### config.mk
export PLATFORM = sky130hd
export DESIGN_NAME = swcfg_regs
export DESIGN_NICKNAME = d
export VERILOG_FILES = /design/src/swcfg_pkg.sv /design/src/swcfg_regs.sv
export VERILOG_INCLUDE_DIRS = /design/src
export SDC_FILE = /design/constraint.sdc
export NUM_CORES = 1
export LEC_CHECK = 0
export BUFFER_PORTS_ARGS = -buffer_cell sky130_fd_sc_hd__buf_4
export CORE_UTILIZATION = 52
export CTS_CLUSTER_SIZE = 25
export DETAILED_ROUTE_END_ITERATION = 12
export PLACE_DENSITY = 0.79
export SYNTH_ARGS = -nofsm -noshare
export SYNTH_HDL_FRONTEND = slang
export SYNTH_SLANG_ARGS = --single-unit
### constraint.sdc
create_clock -name sys_clk_i -period 1.8 [get_ports sys_clk_i]
set_input_delay 0.18 -clock sys_clk_i [delete_from_list [all_inputs] [get_ports sys_clk_i]]
set_output_delay 0.18 -clock sys_clk_i [all_outputs]
set_load 0.01 [all_outputs]
### src/swcfg_cfg.svh
// register offsets, field positions and reset values of the selective-wake register set
`ifndef SWCFG_CFG_SVH
`define SWCFG_CFG_SVH

// register offsets on the serial register port (7-bit address)
`define SWCFG_ADDR_CTRL      7'h20
`define SWCFG_ADDR_QUANTA    7'h21
`define SWCFG_ADDR_SAMPLE    7'h22
`define SWCFG_ADDR_ID_HIGH   7'h23
`define SWCFG_ADDR_ID_MIDH   7'h24
`define SWCFG_ADDR_ID_MIDL   7'h25
`define SWCFG_ADDR_ID_LOW    7'h26

// reset values after power-on or soft reset
`define SWCFG_RST_CTRL       8'h00
`define SWCFG_RST_QUANTA     8'ha0
`define SWCFG_RST_SAMPLE     6'h33
`define SWCFG_RST_ID_BYTE    8'h00
`define SWCFG_RST_ID_LOW     5'h00

// control register field positions
`define SWCFG_CTRL_TRIM_BIT  7
`define SWCFG_CTRL_UNLK_HI   6
`define SWCFG_CTRL_UNLK_LO   5
`define SWCFG_CTRL_TOIE_BIT  4
`define SWCFG_CTRL_VALID_BIT 0
`define SWCFG_UNLOCK_CODE    2'h3

// lowest identifier register field positions
`define SWCFG_IDL_ID_HI      6
`define SWCFG_IDL_ID_LO      2
`define SWCFG_IDL_RTR_BIT    1
`define SWCFG_IDL_IDE_BIT    0

// identifier layout: standard identifier sits in bits 28..18
`define SWCFG_STD_ID_HI      28
`define SWCFG_STD_ID_LO      18

`endif

### src/swcfg_pkg.sv
// types shared by the selective-wake configuration register set
package swcfg_pkg;
  typedef logic [7:0]  swcfg_byte_type;
  typedef logic [6:0]  swcfg_addr_type;
  typedef logic [28:0] swcfg_id_type;
  typedef logic [5:0]  swcfg_sample_type;
endpackage

### src/swcfg_regs.sv
// selective-wake configuration register set with arming, trim gating and wake-id compare
// Summary of operation
// - host validates setup, sets valid flag; selective wake armed only while it is set
// - valid flag self-clears on wake event, power-on and any config data change
// - in stop mode any transceiver or wake config write forces valid flag to zero
// - calibration unlock counts only when the two-bit field holds binary 11
// - unlock value also permits low-power receiver option writes, else they are blocked
// - trim mode bit one enables oscillator calibration, zero disables it
// - calibration uses the bus transmit-data pin as the trim reference
// - time-out interrupt enable zero masks bus time-out interrupt, one signals it
// - bus time-out flag only updates while selective-wake enable is set
// - three unused control bits between enable and valid flag read as zero
// - eight-bit quanta-per-bit field, resets to 1010 0000
// - six-bit sample point fraction, upper two bits reserved, resets to 0011 0011
// - 29-bit wake id split over four registers, low bits at positions 6..2
// - standard-format wake id lives in bits 18..28 and only those are compared
// - remote flag zero means data frame, one means remote request
// - extension flag zero selects 11-bit id, one selects 29-bit id
// - timing and id registers load defaults on power-on or soft reset, kept on restart
`timescale 1ns/10ps
`default_nettype none
`include "swcfg_cfg.svh"

module swcfg_regs (
  input  wire logic                      sys_clk_i,
  input  wire logic                      rst_b_i,
  input  wire logic                      soft_reset_i,
  input  wire logic                      reg_wr_i,
  input  wire logic                      reg_rd_i,
  input  wire swcfg_pkg::swcfg_addr_type reg_addr_i,
  input  wire swcfg_pkg::swcfg_byte_type reg_wdata_i,
  output logic                           reg_rdata_valid_o,
  output swcfg_pkg::swcfg_byte_type      reg_rdata_o,
  input  wire logic                      stop_mode_i,
  input  wire logic                      bus_cfg_wr_i,
  input  wire logic                      wake_event_i,
  input  wire logic                      selective_wake_enable_i,
  input  wire logic                      bus_timeout_event_i,
  input  wire logic                      bus_timeout_clear_i,
  input  wire logic                      bus_transmit_data_pin_i,
  input  wire logic                      opt_wr_req_i,
  input  wire logic                      rx_frame_valid_i,
  input  wire swcfg_pkg::swcfg_id_type   rx_id_i,
  input  wire logic                      rx_ide_i,
  input  wire logic                      rx_rtr_i,
  output logic                           wake_config_valid_o,
  output logic                           selective_wake_armed_o,
  output logic                           osc_trim_active_o,
  output logic                           trim_ref_o,
  output logic                           opt_wr_allow_o,
  output logic                           bus_timeout_flag_o,
  output logic                           irq_o,
  output swcfg_pkg::swcfg_byte_type      quanta_per_bit_o,
  output swcfg_pkg::swcfg_sample_type    sample_point_o,
  output swcfg_pkg::swcfg_id_type        wake_id_o,
  output logic                           wake_rtr_o,
  output logic                           wake_ide_o,
  output logic                           id_match_o
);
  import swcfg_pkg::*;

  // control reset byte held as a constant, so its fields can be selected
  localparam swcfg_byte_type ctrl_reset_val = `SWCFG_RST_CTRL;

  // stored fields
  logic             trim_mode_reg;
  logic [1:0]       unlock_reg;
  logic             toie_reg;
  logic             valid_reg;
  swcfg_byte_type   quanta_reg;
  swcfg_sample_type sample_reg;
  swcfg_byte_type   id_high_reg;
  swcfg_byte_type   id_midh_reg;
  swcfg_byte_type   id_midl_reg;
  logic [4:0]       id_low_reg;
  logic             rtr_reg;
  logic             ide_reg;
  logic             to_flag_reg;

  // decoded strobes
  logic wr_ctrl;
  logic wr_data;
  logic unlocked;
  logic defaults;
  swcfg_id_type id_full;
  swcfg_id_type cmp_mask;
  swcfg_id_type id_bit_ok;
  logic         valid_next;

  assign wr_ctrl  = reg_wr_i && (reg_addr_i == `SWCFG_ADDR_CTRL);
  // any write to the timing or id bytes counts as a config data change
  assign wr_data  = reg_wr_i && (reg_addr_i >= `SWCFG_ADDR_QUANTA)
                             && (reg_addr_i <= `SWCFG_ADDR_ID_LOW);
  assign unlocked = (unlock_reg == `SWCFG_UNLOCK_CODE);
  assign defaults = !rst_b_i || soft_reset_i;
  assign id_full  = {id_high_reg, id_midh_reg, id_midl_reg, id_low_reg};

  // oscillator trim mode bit
  always_ff @(posedge sys_clk_i) begin
    if (defaults) begin
      trim_mode_reg <= ctrl_reset_val[`SWCFG_CTRL_TRIM_BIT];
    end else if (wr_ctrl) begin
      trim_mode_reg <= reg_wdata_i[`SWCFG_CTRL_TRIM_BIT];
    end
  end

  // unlock field; only the full code opens trim and option writes
  always_ff @(posedge sys_clk_i) begin
    if (defaults) begin
      unlock_reg <= ctrl_reset_val[`SWCFG_CTRL_UNLK_HI:`SWCFG_CTRL_UNLK_LO];
    end else if (wr_ctrl) begin
      unlock_reg <= reg_wdata_i[`SWCFG_CTRL_UNLK_HI:`SWCFG_CTRL_UNLK_LO];
    end
  end

  // time-out interrupt enable bit
  always_ff @(posedge sys_clk_i) begin
    if (defaults) begin
      toie_reg <= ctrl_reset_val[`SWCFG_CTRL_TOIE_BIT];
    end else if (wr_ctrl) begin
      toie_reg <= reg_wdata_i[`SWCFG_CTRL_TOIE_BIT];
    end
  end

  // valid flag next value: hardware clears beat a host set in the same cycle,
  // so a wake or a config change is never hidden behind a stale setup
  always_comb begin
    valid_next = valid_reg;
    if (wake_event_i || wr_data) begin
      valid_next = 1'b0;
    end else if (stop_mode_i && (wr_ctrl || bus_cfg_wr_i)) begin
      valid_next = 1'b0;
    end else if (wr_ctrl) begin
      valid_next = reg_wdata_i[`SWCFG_CTRL_VALID_BIT];
    end
  end

  // valid flag register; power-on and soft reset clear it
  always_ff @(posedge sys_clk_i) begin
    if (defaults) begin
      valid_reg <= ctrl_reset_val[`SWCFG_CTRL_VALID_BIT];
    end else begin
      valid_reg <= valid_next;
    end
  end

  // quanta per bit, kept across restart since only reset loads it
  always_ff @(posedge sys_clk_i) begin
    if (defaults) begin
      quanta_reg <= `SWCFG_RST_QUANTA;
    end else if (reg_wr_i && (reg_addr_i == `SWCFG_ADDR_QUANTA)) begin
      quanta_reg <= reg_wdata_i;
    end
  end

  // sample point; the two reserved top bits are simply not stored
  always_ff @(posedge sys_clk_i) begin
    if (defaults) begin
      sample_reg <= `SWCFG_RST_SAMPLE;
    end else if (reg_wr_i && (reg_addr_i == `SWCFG_ADDR_SAMPLE)) begin
      sample_reg <= reg_wdata_i[5:0];
    end
  end

  // wake frame identifier and flags
  always_ff @(posedge sys_clk_i) begin
    if (defaults) begin
      id_high_reg <= `SWCFG_RST_ID_BYTE;
      id_midh_reg <= `SWCFG_RST_ID_BYTE;
      id_midl_reg <= `SWCFG_RST_ID_BYTE;
      id_low_reg  <= `SWCFG_RST_ID_LOW;
    end else if (reg_wr_i) begin
      case (reg_addr_i)
        `SWCFG_ADDR_ID_HIGH: begin
          id_high_reg <= reg_wdata_i;
        end
        `SWCFG_ADDR_ID_MIDH: begin
          id_midh_reg <= reg_wdata_i;
        end
        `SWCFG_ADDR_ID_MIDL: begin
          id_midl_reg <= reg_wdata_i;
        end
        `SWCFG_ADDR_ID_LOW: begin
          id_low_reg <= reg_wdata_i[`SWCFG_IDL_ID_HI:`SWCFG_IDL_ID_LO];
        end
        default: begin
        end
      endcase
    end
  end

  // remote and extension flags, sharing the lowest identifier byte
  always_ff @(posedge sys_clk_i) begin
    if (defaults) begin
      rtr_reg <= 1'b0;
      ide_reg <= 1'b0;
    end else if (reg_wr_i && (reg_addr_i == `SWCFG_ADDR_ID_LOW)) begin
      rtr_reg <= reg_wdata_i[`SWCFG_IDL_RTR_BIT];
      ide_reg <= reg_wdata_i[`SWCFG_IDL_IDE_BIT];
    end
  end

  // time-out flag; event set wins over clear, frozen while wake disabled
  always_ff @(posedge sys_clk_i) begin
    if (!rst_b_i) begin
      to_flag_reg <= 1'b0;
    end else if (selective_wake_enable_i) begin
      if (bus_timeout_event_i) begin
        to_flag_reg <= 1'b1;
      end else if (bus_timeout_clear_i) begin
        to_flag_reg <= 1'b0;
      end
    end
  end

  // read path; unmapped and reserved bits answer zero
  always_ff @(posedge sys_clk_i) begin
    if (!rst_b_i) begin
      reg_rdata_valid_o <= 1'b0;
      reg_rdata_o       <= 8'h00;
    end else begin
      reg_rdata_valid_o <= reg_rd_i;
      if (reg_rd_i) begin
        case (reg_addr_i)
          `SWCFG_ADDR_CTRL: begin
            reg_rdata_o <= {trim_mode_reg, unlock_reg, toie_reg, 3'h0, valid_reg};
          end
          `SWCFG_ADDR_QUANTA: begin
            reg_rdata_o <= quanta_reg;
          end
          `SWCFG_ADDR_SAMPLE: begin
            reg_rdata_o <= {2'h0, sample_reg};
          end
          `SWCFG_ADDR_ID_HIGH: begin
            reg_rdata_o <= id_high_reg;
          end
          `SWCFG_ADDR_ID_MIDH: begin
            reg_rdata_o <= id_midh_reg;
          end
          `SWCFG_ADDR_ID_MIDL: begin
            reg_rdata_o <= id_midl_reg;
          end
          `SWCFG_ADDR_ID_LOW: begin
            reg_rdata_o <= {1'b0, id_low_reg, rtr_reg, ide_reg};
          end
          default: begin
            reg_rdata_o <= 8'h00;
          end
        endcase
      end
    end
  end

  // valid view and arming, registered one cycle behind the flag
  always_ff @(posedge sys_clk_i) begin
    if (!rst_b_i) begin
      wake_config_valid_o    <= 1'b0;
      selective_wake_armed_o <= 1'b0;
    end else begin
      wake_config_valid_o    <= valid_reg;
      selective_wake_armed_o <= valid_reg && selective_wake_enable_i;
    end
  end

  // trim status and reference; the reference only passes while trimming,
  // so idle bus traffic cannot disturb the oscillator
  always_ff @(posedge sys_clk_i) begin
    if (!rst_b_i) begin
      osc_trim_active_o <= 1'b0;
      trim_ref_o        <= 1'b0;
    end else begin
      osc_trim_active_o <= trim_mode_reg && unlocked;
      trim_ref_o        <= trim_mode_reg && unlocked && bus_transmit_data_pin_i;
    end
  end

  // option register write gate, one pulse per request
  always_ff @(posedge sys_clk_i) begin
    if (!rst_b_i) begin
      opt_wr_allow_o <= 1'b0;
    end else begin
      opt_wr_allow_o <= opt_wr_req_i && unlocked;
    end
  end

  // time-out status and interrupt level; the mask only gates the pin,
  // the status flag still shows the event
  always_ff @(posedge sys_clk_i) begin
    if (!rst_b_i) begin
      bus_timeout_flag_o <= 1'b0;
      irq_o              <= 1'b0;
    end else begin
      bus_timeout_flag_o <= to_flag_reg;
      irq_o              <= to_flag_reg && toie_reg;
    end
  end

  // standard frames compare only the top eleven id bits
  always_comb begin
    cmp_mask = '1;
    if (!ide_reg) begin
      cmp_mask = '0;
      cmp_mask[`SWCFG_STD_ID_HI:`SWCFG_STD_ID_LO] = '1;
    end
  end

  // per-bit identifier compare; bits outside the mask always agree
  for (genvar i = 0; i < $bits(swcfg_id_type); i++) begin : g_id_bit
    assign id_bit_ok[i] = !cmp_mask[i] || (rx_id_i[i] == id_full[i]);
  end

  // configuration view for the frame decoder
  always_ff @(posedge sys_clk_i) begin
    if (!rst_b_i) begin
      quanta_per_bit_o <= `SWCFG_RST_QUANTA;
      sample_point_o   <= `SWCFG_RST_SAMPLE;
      wake_id_o        <= '0;
      wake_rtr_o       <= 1'b0;
      wake_ide_o       <= 1'b0;
    end else begin
      quanta_per_bit_o <= quanta_reg;
      sample_point_o   <= sample_reg;
      wake_id_o        <= id_full;
      wake_rtr_o       <= rtr_reg;
      wake_ide_o       <= ide_reg;
    end
  end

  // id compare result, a pulse one cycle after the received frame
  always_ff @(posedge sys_clk_i) begin
    if (!rst_b_i) begin
      id_match_o <= 1'b0;
    end else begin
      id_match_o <= rx_frame_valid_i
                    && (&id_bit_ok)
                    && (rx_ide_i == ide_reg)
                    && (rx_rtr_i == rtr_reg);
    end
  end

endmodule
`default_nettype wire

==> impl_metrics.json, run 1 <==
{
  "status": "finished, final reports clean",
  "dieArea_sq_um": 9040,
  "synth.most_common_cell": "dfxtp_1",
  "worst_slew_pin_slew_ns": 0.641,
  "max_freq_mhz": 581,
  "synth_cell_type_count": 42,
  "synth-edff-count": 0,
  "routed_via_density": 5.41,
  "cts_root_buffer": "clkbuf_8",
  "post_cts.repair.setup_buffers": 0,
  "maxSlewHeadroom_pct": 57.1,
  "fillers": 554,
  "io_buffers": 121,
  "ctsHtreeMaxLevel": 4,
  "synth_top_area_share_pct": 50.2,
  "n_antenna_cell": 0,
  "core_area_sq_um": 8300,
  "wl_per_cell_um": 18.2,
  "largest_register_ffs": 29,
  "final_nets": 647,
  "leakage_nw": 2.96,
  "cts_buffers": 17,
  "drive_gt1_share_pct": 31.8,
  "avgSynthCellArea_sq_um": 10.5,
  "finalClockSkew_ns": 0.00487,
  "grt_antenna_before_repair": 0,
  "drv_slew": 0,
  "ant_nets": 0,
  "cp-end-kind": "flop",
  "die-height_um": 95.1,
  "wirelength_um": 12800,
  "dp_hpwl_um": 8760,
  "yosys.area_share.adder_pct": 0,
  "utilization_pct": 77.7,
  "seq_area_frac_synth_pct": 50.2,
  "num_rows": 33,
  "grt_pass1_vias": 3802,
  "rsz0062_at_grt": "no",
  "drv_cap": 0,
  "grt_pass1_wl_um": 19400,
  "cts_tree": "built",
  "route.vias.total": 3815,
  "grtUsageTotal_pct": 29.4,
  "cts.sinks": 113,
  "finalSetupTns_ns": 0,
  "setup_viol": 0,
  "synth_cells": 430,
  "drt-pass1-iter-count": 6,
  "io_pins": 122,
  "syn_nets": 490,
  "crit_arrival_ns": 2.12,
  "synth_top_family_by_area": "simple AND/OR/NAND/NOR gates",
  "hold_viol_final": 0,
  "ys.flop_type": "dfxtp_1",
  "synth_compound_area_share_pct": 5.19,
  "fin_crit_ns": 1.72,
  "clk_latency_ns": 0.51,
  "async_flop_share_pct": 0,
  "start_util_pct": 54.3,
  "syn2layout_area_growth_pct": 43.0,
  "gp_congestion": 0.891,
  "synthesis.area_sq_um": 4510,
  "min_path_type": "in2reg",
  "grt_max_degree": 34,
  "path_class": "reg2reg",
  "synth_mux_area_share_pct": 14.7,
  "ys_warn_count": 0,
  "clkTransAtPathRegs_ns": 0.06,
  "synthXorXnorAreaFrac_pct": 6.03,
  "vdd_drop_max_mv": 0.743,
  "holdWs_ns": 0.0210,
  "drc_errors": 0,
  "place_area_sq_um": 5610,
  "top_register": "wake_id_o",
  "crit_fanout": 4,
  "netlist_top_cells_count": "113 x dfxtp_1, 57 x mux2i_1, 50 x and2_1, 44 x nor2_1, 23 x xnor2_1",
  "cts.path.max_buffers": 2,
  "yosys.area_share.simple_pct": 21.0,
  "cp-start-kind": "flop",
  "fin_area_sq_um": 6440,
  "fp.dieW_um": 95.1,
  "period_share_pct": 95.7,
  "total_power_w": 0.00634,
  "synthTopCellsByArea": "dfxtp_1 50%, mux2i_1 13%, and2_1 6.9%",
  "final-seq-area_sq_um": 2260,
  "p_per_area_nw_per_um2": 984,
  "multiInputGateArea_sq_um": 2130,
  "drt_iter0_markers": 239,
  "critPathRequiredTime_ns": 2.20,
  "ys_ff_latch": 113,
  "grt.overflow.total": 0,
  "synth_top_area_cell": "dfxtp_1"
}
[routing by layer]
layer	global-route usage, %	vias to the layer above	part of all wire (%)
met5	0	-	0
met4	13.0	0	2.6
met3	5.74	29	5.7
met2	52.3	160	51
met1	33.9	1832	40
li1	-	1794	-
[worst max-delay path, stage by stage, from the launching register on]
cell and delay, ns:
dfxtp_1 0.43, xnor2_1 0.15, nand4_1 0.11, dlygate4sd3_1 0.61, a2111oi_2 0.31
[cells in the final DEF, fill, tap and decap left out, drive strengths merged, types with 7 or more instances in the layout]
cell / synthesis / final
nand2b: 8 / 8
nand4: 14 / 14
nand2: 14 / 14
xor2: 8 / 8
xnor2: 23 / 23
dlygate4sd3: 0 / 20
mux2i: 57 / 57
nor2: 45 / 45
buf: 8 / 141
inv: 6 / 7
and2: 50 / 50
clkbuf: 15 / 20
dfxtp: 113 / 113
[timing repair]
| item | CTS | global route |
|---|---|---|
| gates resized for setup | 0 | 4 |
| hold buffers | 20 | 0 |
| hold endpoints to repair | 41 | 0 |
| endpoints found under the setup margin | 0 | 1 |
[worst paths after layout]
| kind | from | end | slack (ns) | cells after the start |
|---|---|---|---|---|
| worst max-delay path | id_high_reg[4] | id_match_o | 0.08 | 4 |
| worst max register to register | id_high_reg[4] | id_match_o | 0.08 | 4 |
| worst min register to register | quanta_reg[7] | quanta_per_bit_o[7] | 0.49 | 1 |
| worst min-delay path | rst_b_i | sample_point_o[1] | 0.02 | 2 |
[metrics by stage]
stage	worst slack, ns	instances
after floorplan	0.400	430
after global placement	0.192	653
after detailed placement	0.131	653
after CTS	0.0845	705
after global routing	0.00545	705
final	0.0779	705
[report_power, final]
group	switching (W)	internal [W]	leakage, nW
clock	0.00118	0.00229	0.292
sequential	0.00000312	0.00251	0.911
combinational	0.000184	0.000180	1.76
[area by class of cell]
cell class | count | area share, %
Tap cell | 105 | 2.04
Clock buffer | 20 | 6.76
Multi-Input combinational cell | 288 | 33.0
Inverter | 6 | 0.349
Sequential cell | 113 | 35.1
Timing Repair Buffer | 161 | 19.9
Clock inverter | 12 | 2.83
[kinds of logic (layout without fill, tap and decap cells)]
| kind of cell | count (synthesis) | in the layout |
|---|---|---|
| muxes | 64 | 64 |
| and+or+nand+nor | 159 | 159 |
| xor gates and xnor gates | 31 | 31 |
| DFF | 113 | 113 |
| buffers and inverters | 29 | 199 |
| AOI/OAI and AO/OA | 34 | 34 |
Power figures use the tool's default switching activity.
==> inputs of run 2 (changes only) <==
CELL_PAD_IN_SITES_DETAIL_PLACEMENT = 0   (was default)
CELL_PAD_IN_SITES_GLOBAL_PLACEMENT = 1   (was default)
CORE_UTILIZATION = 40   (was 52)
PLACE_DENSITY = default   (was 0.79)
PLACE_DENSITY_LB_ADDON = 0.1   (was default)
==> impl_metrics.json, run 2 (synthesis gave the netlist of run 1 again) <==
{
  "status": "finished, final reports clean",
  "drive_gt1_share_pct": 32.4,
  "clkTransAtPathRegs_ns": 0.06,
  "cp_num_buf_inv": 0,
  "n_antenna_cell": 0,
  "grt_pass1_wl_um": 19400,
  "min_path_type": "in2reg",
  "clk_latency_ns": 0.51,
  "cts_tree": "built",
  "max_stage_delay_ns": 0.38,
  "post_cts.repair.setup_buffers": 0,
  "rsz0062_at_grt": "no",
  "place_ws_ns": 0.172,
  "holdWs_ns": 0.00773,
  "final_common_cell": "buf_4",
  "cts_buffers": 17,
  "grt.overflow.total": 0,
  "setup_viol": 0,
  "core_area_sq_um": 10900,
  "drv_cap": 0,
  "num_rows": 38,
  "io_buffers": 121,
  "fp.dieW_um": 108,
  "drt-pass1-iter-count": 4,
  "finalSetupTns_ns": 0,
  "largest_register_ffs": 29,
  "io_pins": 122,
  "route.vias.total": 3670,
  "gp_congestion": 0.857,
  "grt_max_degree": 40,
  "critPathRequiredTime_ns": 2.19,
  "wirelength_um": 12700,
  "ctsHtreeMaxLevel": 4,
  "r2r-end": "id_match_o",
  "hold_viol_final": 0,
  "drc_errors": 0,
  "path_class": "reg2reg",
  "vdd_drop_max_mv": 0.594,
  "die-height_um": 108,
  "fillers": 946,
  "leakage_nw": 2.98,
  "dieArea_sq_um": 11700,
  "place_area_sq_um": 5700,
  "worst_slew_pin_slew_ns": 0.510,
  "top_register": "wake_id_o",
  "cts.sinks": 113,
  "path_delay_family": "simple AND/OR/NAND/NOR gates",
  "grtUsageTotal_pct": 22.8,
  "p_per_area_nw_per_um2": 987,
  "final_nets": 648,
  "hp-start": "rx_id_i[26]",
  "fin_area_sq_um": 6470,
  "grt_antenna_before_repair": 0,
  "dp_hpwl_um": 9220,
  "cp-end-kind": "flop",
  "cts-hold-fix-buffers": 14,
  "grt_pass1_vias": 3471,
  "cts_root_buffer": "clkbuf_8",
  "ant_nets": 0,
  "final_cell_mix": "147 x buf_4, 113 x dfxtp_1, 57 x mux2i_1, 50 x and2_1, 44 x nor2_1",
  "cts.path.max_buffers": 2,
  "cp-start-kind": "flop",
  "max_freq_mhz": 622,
  "crit_arrival_ns": 2.00,
  "start_util_pct": 41.4,
  "maxSlewHeadroom_pct": 65.9,
  "ctsResizeCount": 0,
  "slowest_stage": "dfxtp_1",
  "path_cells": "xor2_1 -> nor4_1 -> nand4_1 -> a2111oi_0",
  "crit_fanout": 4,
  "routed_via_density": 4.95,
  "r2r_start": "id_midl_reg[0]",
  "syn2layout_area_growth_pct": 43.5,
  "fin_crit_ns": 1.61,
  "drv_slew": 0,
  "hold_end": "id_match_o",
  "drt_iter0_markers": 193,
  "hold_path_depth": 4,
  "period_share_pct": 89.3,
  "setup_slack_ns": 0.193,
  "r2r_cells": 4,
  "finalClockSkew_ns": 0.00811,
  "wl_per_cell_um": 17.1,
  "reg2reg_setup_slack_ns": 0.19
}
## run 2: changes by cell type in the layout (fill, tap and decap cells not counted), sizes merged
cell and delta:
inv -1, dlygate4sd3 -6, buf +7, clkbuf +3, clkinv -2
## run 2: final cells by class
cell class / instances / area [sq um] / area share, %
sequential: 113 / 2260 / 35.0
multi-input combinational: 288 / 2110 / 32.7
timing repair buffer: 162 / 1260 / 19.5
clock buffer: 23 / 477 / 7.37
tap: 140 / 175 / 2.71
clock inverter: 9 / 153 / 2.36
inverter: 6 / 22.5 / 0.348
## run 2: worst reg2reg max path, stage by stage (launching register included)
cell	delay (ns)
dfxtp_1	0.38
xor2_1	0.19
nor4_1	0.38
nand4_1	0.16
a2111oi_0	0.38
## run 2: report_power, final
part	switching (W)	total (W)	internal (W)	leakage, nW
sequential	0.00000270	0.00251	0.00251	0.911
combinational	0.000180	0.000355	0.000175	1.77
clock	0.00113	0.00352	0.00239	0.300
total	0.00131	0.00639	0.00507	2.98
## run 2: metrics by stage
step	instances	utilization, %	power [W]
floorplan	430	-	0.00271
global placement	695	52.3	0.00289
detailed placement	695	52.3	0.00290
CTS	741	59.4	0.00643
global route	741	59.4	0.00655
finish	741	59.4	0.00639
## run 2: how the worst max path moves through the flow
stage                         startpoint             end  slack, ns  cells after the start
after detailed placement   reg_addr_i[4]       valid_reg       0.17                      7
after global routing      id_midl_reg[0]      id_match_o       0.16                      4
after global placement     reg_addr_i[4]  id_high_reg[3]       0.17                      7
final                     id_midl_reg[0]      id_match_o       0.19                      4
after CTS                 id_midl_reg[0]      id_match_o       0.22                      4
after floorplan            reg_addr_i[1]  reg_rdata_o[1]       0.40                      7
## run 2: routing by layer
layer  GRT usage (%)  up-vias  wire (um)  share of wire (%)
met5               0        -          0                  0
met4            7.83        0        113               0.89
met3            4.64        8        569                4.5
met2            36.9       87       6120                 48
met1            30.2     1786       5850                 46
li1                -     1789          -                  -
==> inputs of run 3 (changes only) <==
ABC_AREA = 1   (was default)
CORE_UTILIZATION = 37   (was 40)
==> impl_metrics.json, run 3 <==
{
  "clk_latency_ns": 0.42,
  "routed_via_density": 4.65,
  "dp_hpwl_um": 10300,
  "num_rows": 40,
  "route.vias.total": 4324,
  "syn_nets": 678,
  "rsz0062_at_grt": "no",
  "maxSlewHeadroom_pct": 74.0,
  "hold_viol_final": 0,
  "cts_tree": "built",
  "path_class": "reg2reg",
  "final_cell_mix": "134 x nand2_1, 129 x buf_4, 113 x dfxtp_1, 89 x inv_1, 55 x a21oi_1",
  "r2r-end": "id_match_o",
  "utilization_pct": 52.2,
  "largest_register_ffs": 29,
  "cp-start-kind": "flop",
  "wirelength_um": 13700,
  "crit_fanout": 3,
  "grt_antenna_before_repair": 0,
  "r2r_cells": 8,
  "syn2layout_area_growth_pct": 35.7,
  "synth_top_area_share_pct": 48.3,
  "synthesis.area_sq_um": 4680,
  "n_antenna_cell": 0,
  "clkTransAtPathRegs_ns": 0.05,
  "synth-edff-count": 0,
  "ys_ff_latch": 113,
  "io_pins": 122,
  "synthTopCellsByArea": "dfxtp_1 48%, nand2_1 11%, inv_1 7.1%",
  "synth_cell_type_count": 33,
  "grt_pass1_wl_um": 21300,
  "hold_path_depth": 4,
  "cts_buffers": 17,
  "ctsHtreeMaxLevel": 4,
  "grt_max_degree": 29,
  "ys.flop_type": "dfxtp_1",
  "dieArea_sq_um": 13100,
  "wl_per_cell_um": 14.8,
  "seq_area_frac_synth_pct": 48.3,
  "max_freq_mhz": 804,
  "drc_errors": 0,
  "dp.cells": 897,
  "period_share_pct": 69.1,
  "die-height_um": 115,
  "cts.path.max_buffers": 2,
  "status": "finished, final reports clean",
  "fin_area_sq_um": 6350,
  "finalClockSkew_ns": 0.0119,
  "drt_iter0_markers": 196,
  "synth_cells": 618,
  "async_flop_share_pct": 0,
  "path_cells": "inv_1 -> nand2_1 -> o21ai_0 -> nor2_1 -> nand3_1 -> nor2_1 -> nand3_1 -> a21oi_1",
  "fin_crit_ns": 1.24,
  "top_register": "wake_id_o",
  "final_common_cell": "nand2_1",
  "grt.overflow.total": 0,
  "fp.dieW_um": 115,
  "reg2reg_setup_slack_ns": 0.56,
  "critPathRequiredTime_ns": 2.15,
  "ant_nets": 0,
  "setup_viol": 0,
  "drt-pass1-iter-count": 5,
  "synth_top_area_cell": "dfxtp_1",
  "r2r_start": "id_midl_reg[7]",
  "fin_cells": 929,
  "avgSynthCellArea_sq_um": 7.58,
  "p_per_area_nw_per_um2": 953,
  "crit_arrival_ns": 1.59,
  "place_area_sq_um": 5760,
  "cts_root_buffer": "clkbuf_16",
  "core_area_sq_um": 12200,
  "start_util_pct": 38.5,
  "min_path_type": "in2reg",
  "synth.most_common_cell": "nand2_1",
  "finalSetupTns_ns": 0,
  "hp-start": "wake_event_i",
  "slowest_stage": "dfxtp_1",
  "grt_pass1_vias": 4106,
  "netlist_top_cells_count": "134 x nand2_1, 113 x dfxtp_1, 89 x inv_1, 55 x a21oi_1",
  "vdd_drop_max_mv": 0.525,
  "drv_cap": 0,
  "post_cts.repair.setup_buffers": 0,
  "leakage_nw": 3.14,
  "worst_slew_pin_slew_ns": 0.389,
  "cts.sinks": 113,
  "ys_warn_count": 0,
  "total_power_w": 0.00606,
  "drive_gt1_share_pct": 25.4,
  "drv_slew": 0,
  "hold_end": "valid_reg",
  "io_buffers": 121,
  "max_stage_delay_ns": 0.38,
  "grtUsageTotal_pct": 22.1,
  "cp-end-kind": "flop",
  "final_nets": 811,
  "gp_congestion": 0.850
}
==> run 3: per-stage QoR <==
step | worst slack [ns] | hold slack, ns
after global placement | 0.310 | 0.399
after global routing | 0.321 | 0.0383
after detailed placement | 0.281 | 0.407
after floorplan | 0.659 | 0.292
after CTS | 0.512 | 0.0237
final | 0.557 | 0.0373
==> run 3: how the worst max path moves through the flow <==
stage                     depth (start not counted)           start            end  slack (ns)
final                                             8  id_midl_reg[7]     id_match_o        0.56
after global routing                              8  id_midl_reg[1]     id_match_o        0.32
after CTS                                         8  id_midl_reg[1]     id_match_o        0.51
after detailed placement                          9   reg_addr_i[6]  quanta_reg[4]        0.28
after global placement                            9   reg_addr_i[6]  quanta_reg[4]        0.31
after floorplan                                   9   reg_addr_i[6]      valid_reg        0.66
==> run 3: power breakdown <==
part | switching [W] | leakage, nW | total [W] | internal, W
sequential | 0.00000304 | 0.911 | 0.00252 | 0.00251
combinational | 0.000201 | 1.95 | 0.000349 | 0.000149
clock | 0.00109 | 0.281 | 0.00319 | 0.00210
==> run 3: final cells by class <==
type                            count  area [sq um]
Clock buffer                       22           474
Clock inverter                      7          85.1
Fill cell                        1231          5810
Inverter                           98           368
Multi-Input combinational cell    388          1940
Sequential cell                   113          2260
Tap cell                          168           210
Timing Repair Buffer              133          1020
==> run 3: critical path, delay by kind of cell (launching register included) <==
kind | cells | cell delay (ns)
buf+inv | 1 | 0.10
simple gates | 5 | 0.50
compound gates | 2 | 0.21
flops | 1 | 0.38
==> run 3: per-layer routing <==
layer  global-route usage [%]  share of wire, %  wire length (um)  vias to the layer above
li1                         -                 -                 -                     2225
met1                     27.8                45              6250                     1966
met2                     36.5                48              6640                      119
met3                     5.24               4.7               652                       14
met4                     8.57               1.5               202                        0
met5                        0                 0                 0                        -
==> run 3: timing repair <==
| action | CTS | global route |
|---|---|---|
| endpoints found under the setup margin | 0 | 0 |
| resized for setup | 0 | 0 |
| hold endpoints to repair | 3 | 0 |
| hold buffers | 3 | 0 |
==> run 3: kinds of logic after synthesis <==
group | Yosys count | synth area share (%)
AOI/OAI and AO/OA | 125 | 13.8
DFF | 113 | 48.3
and+or+nand+nor | 251 | 25.3
xor gates and xnor gates | 12 | 2.24
buffers and inverters | 117 | 10.4
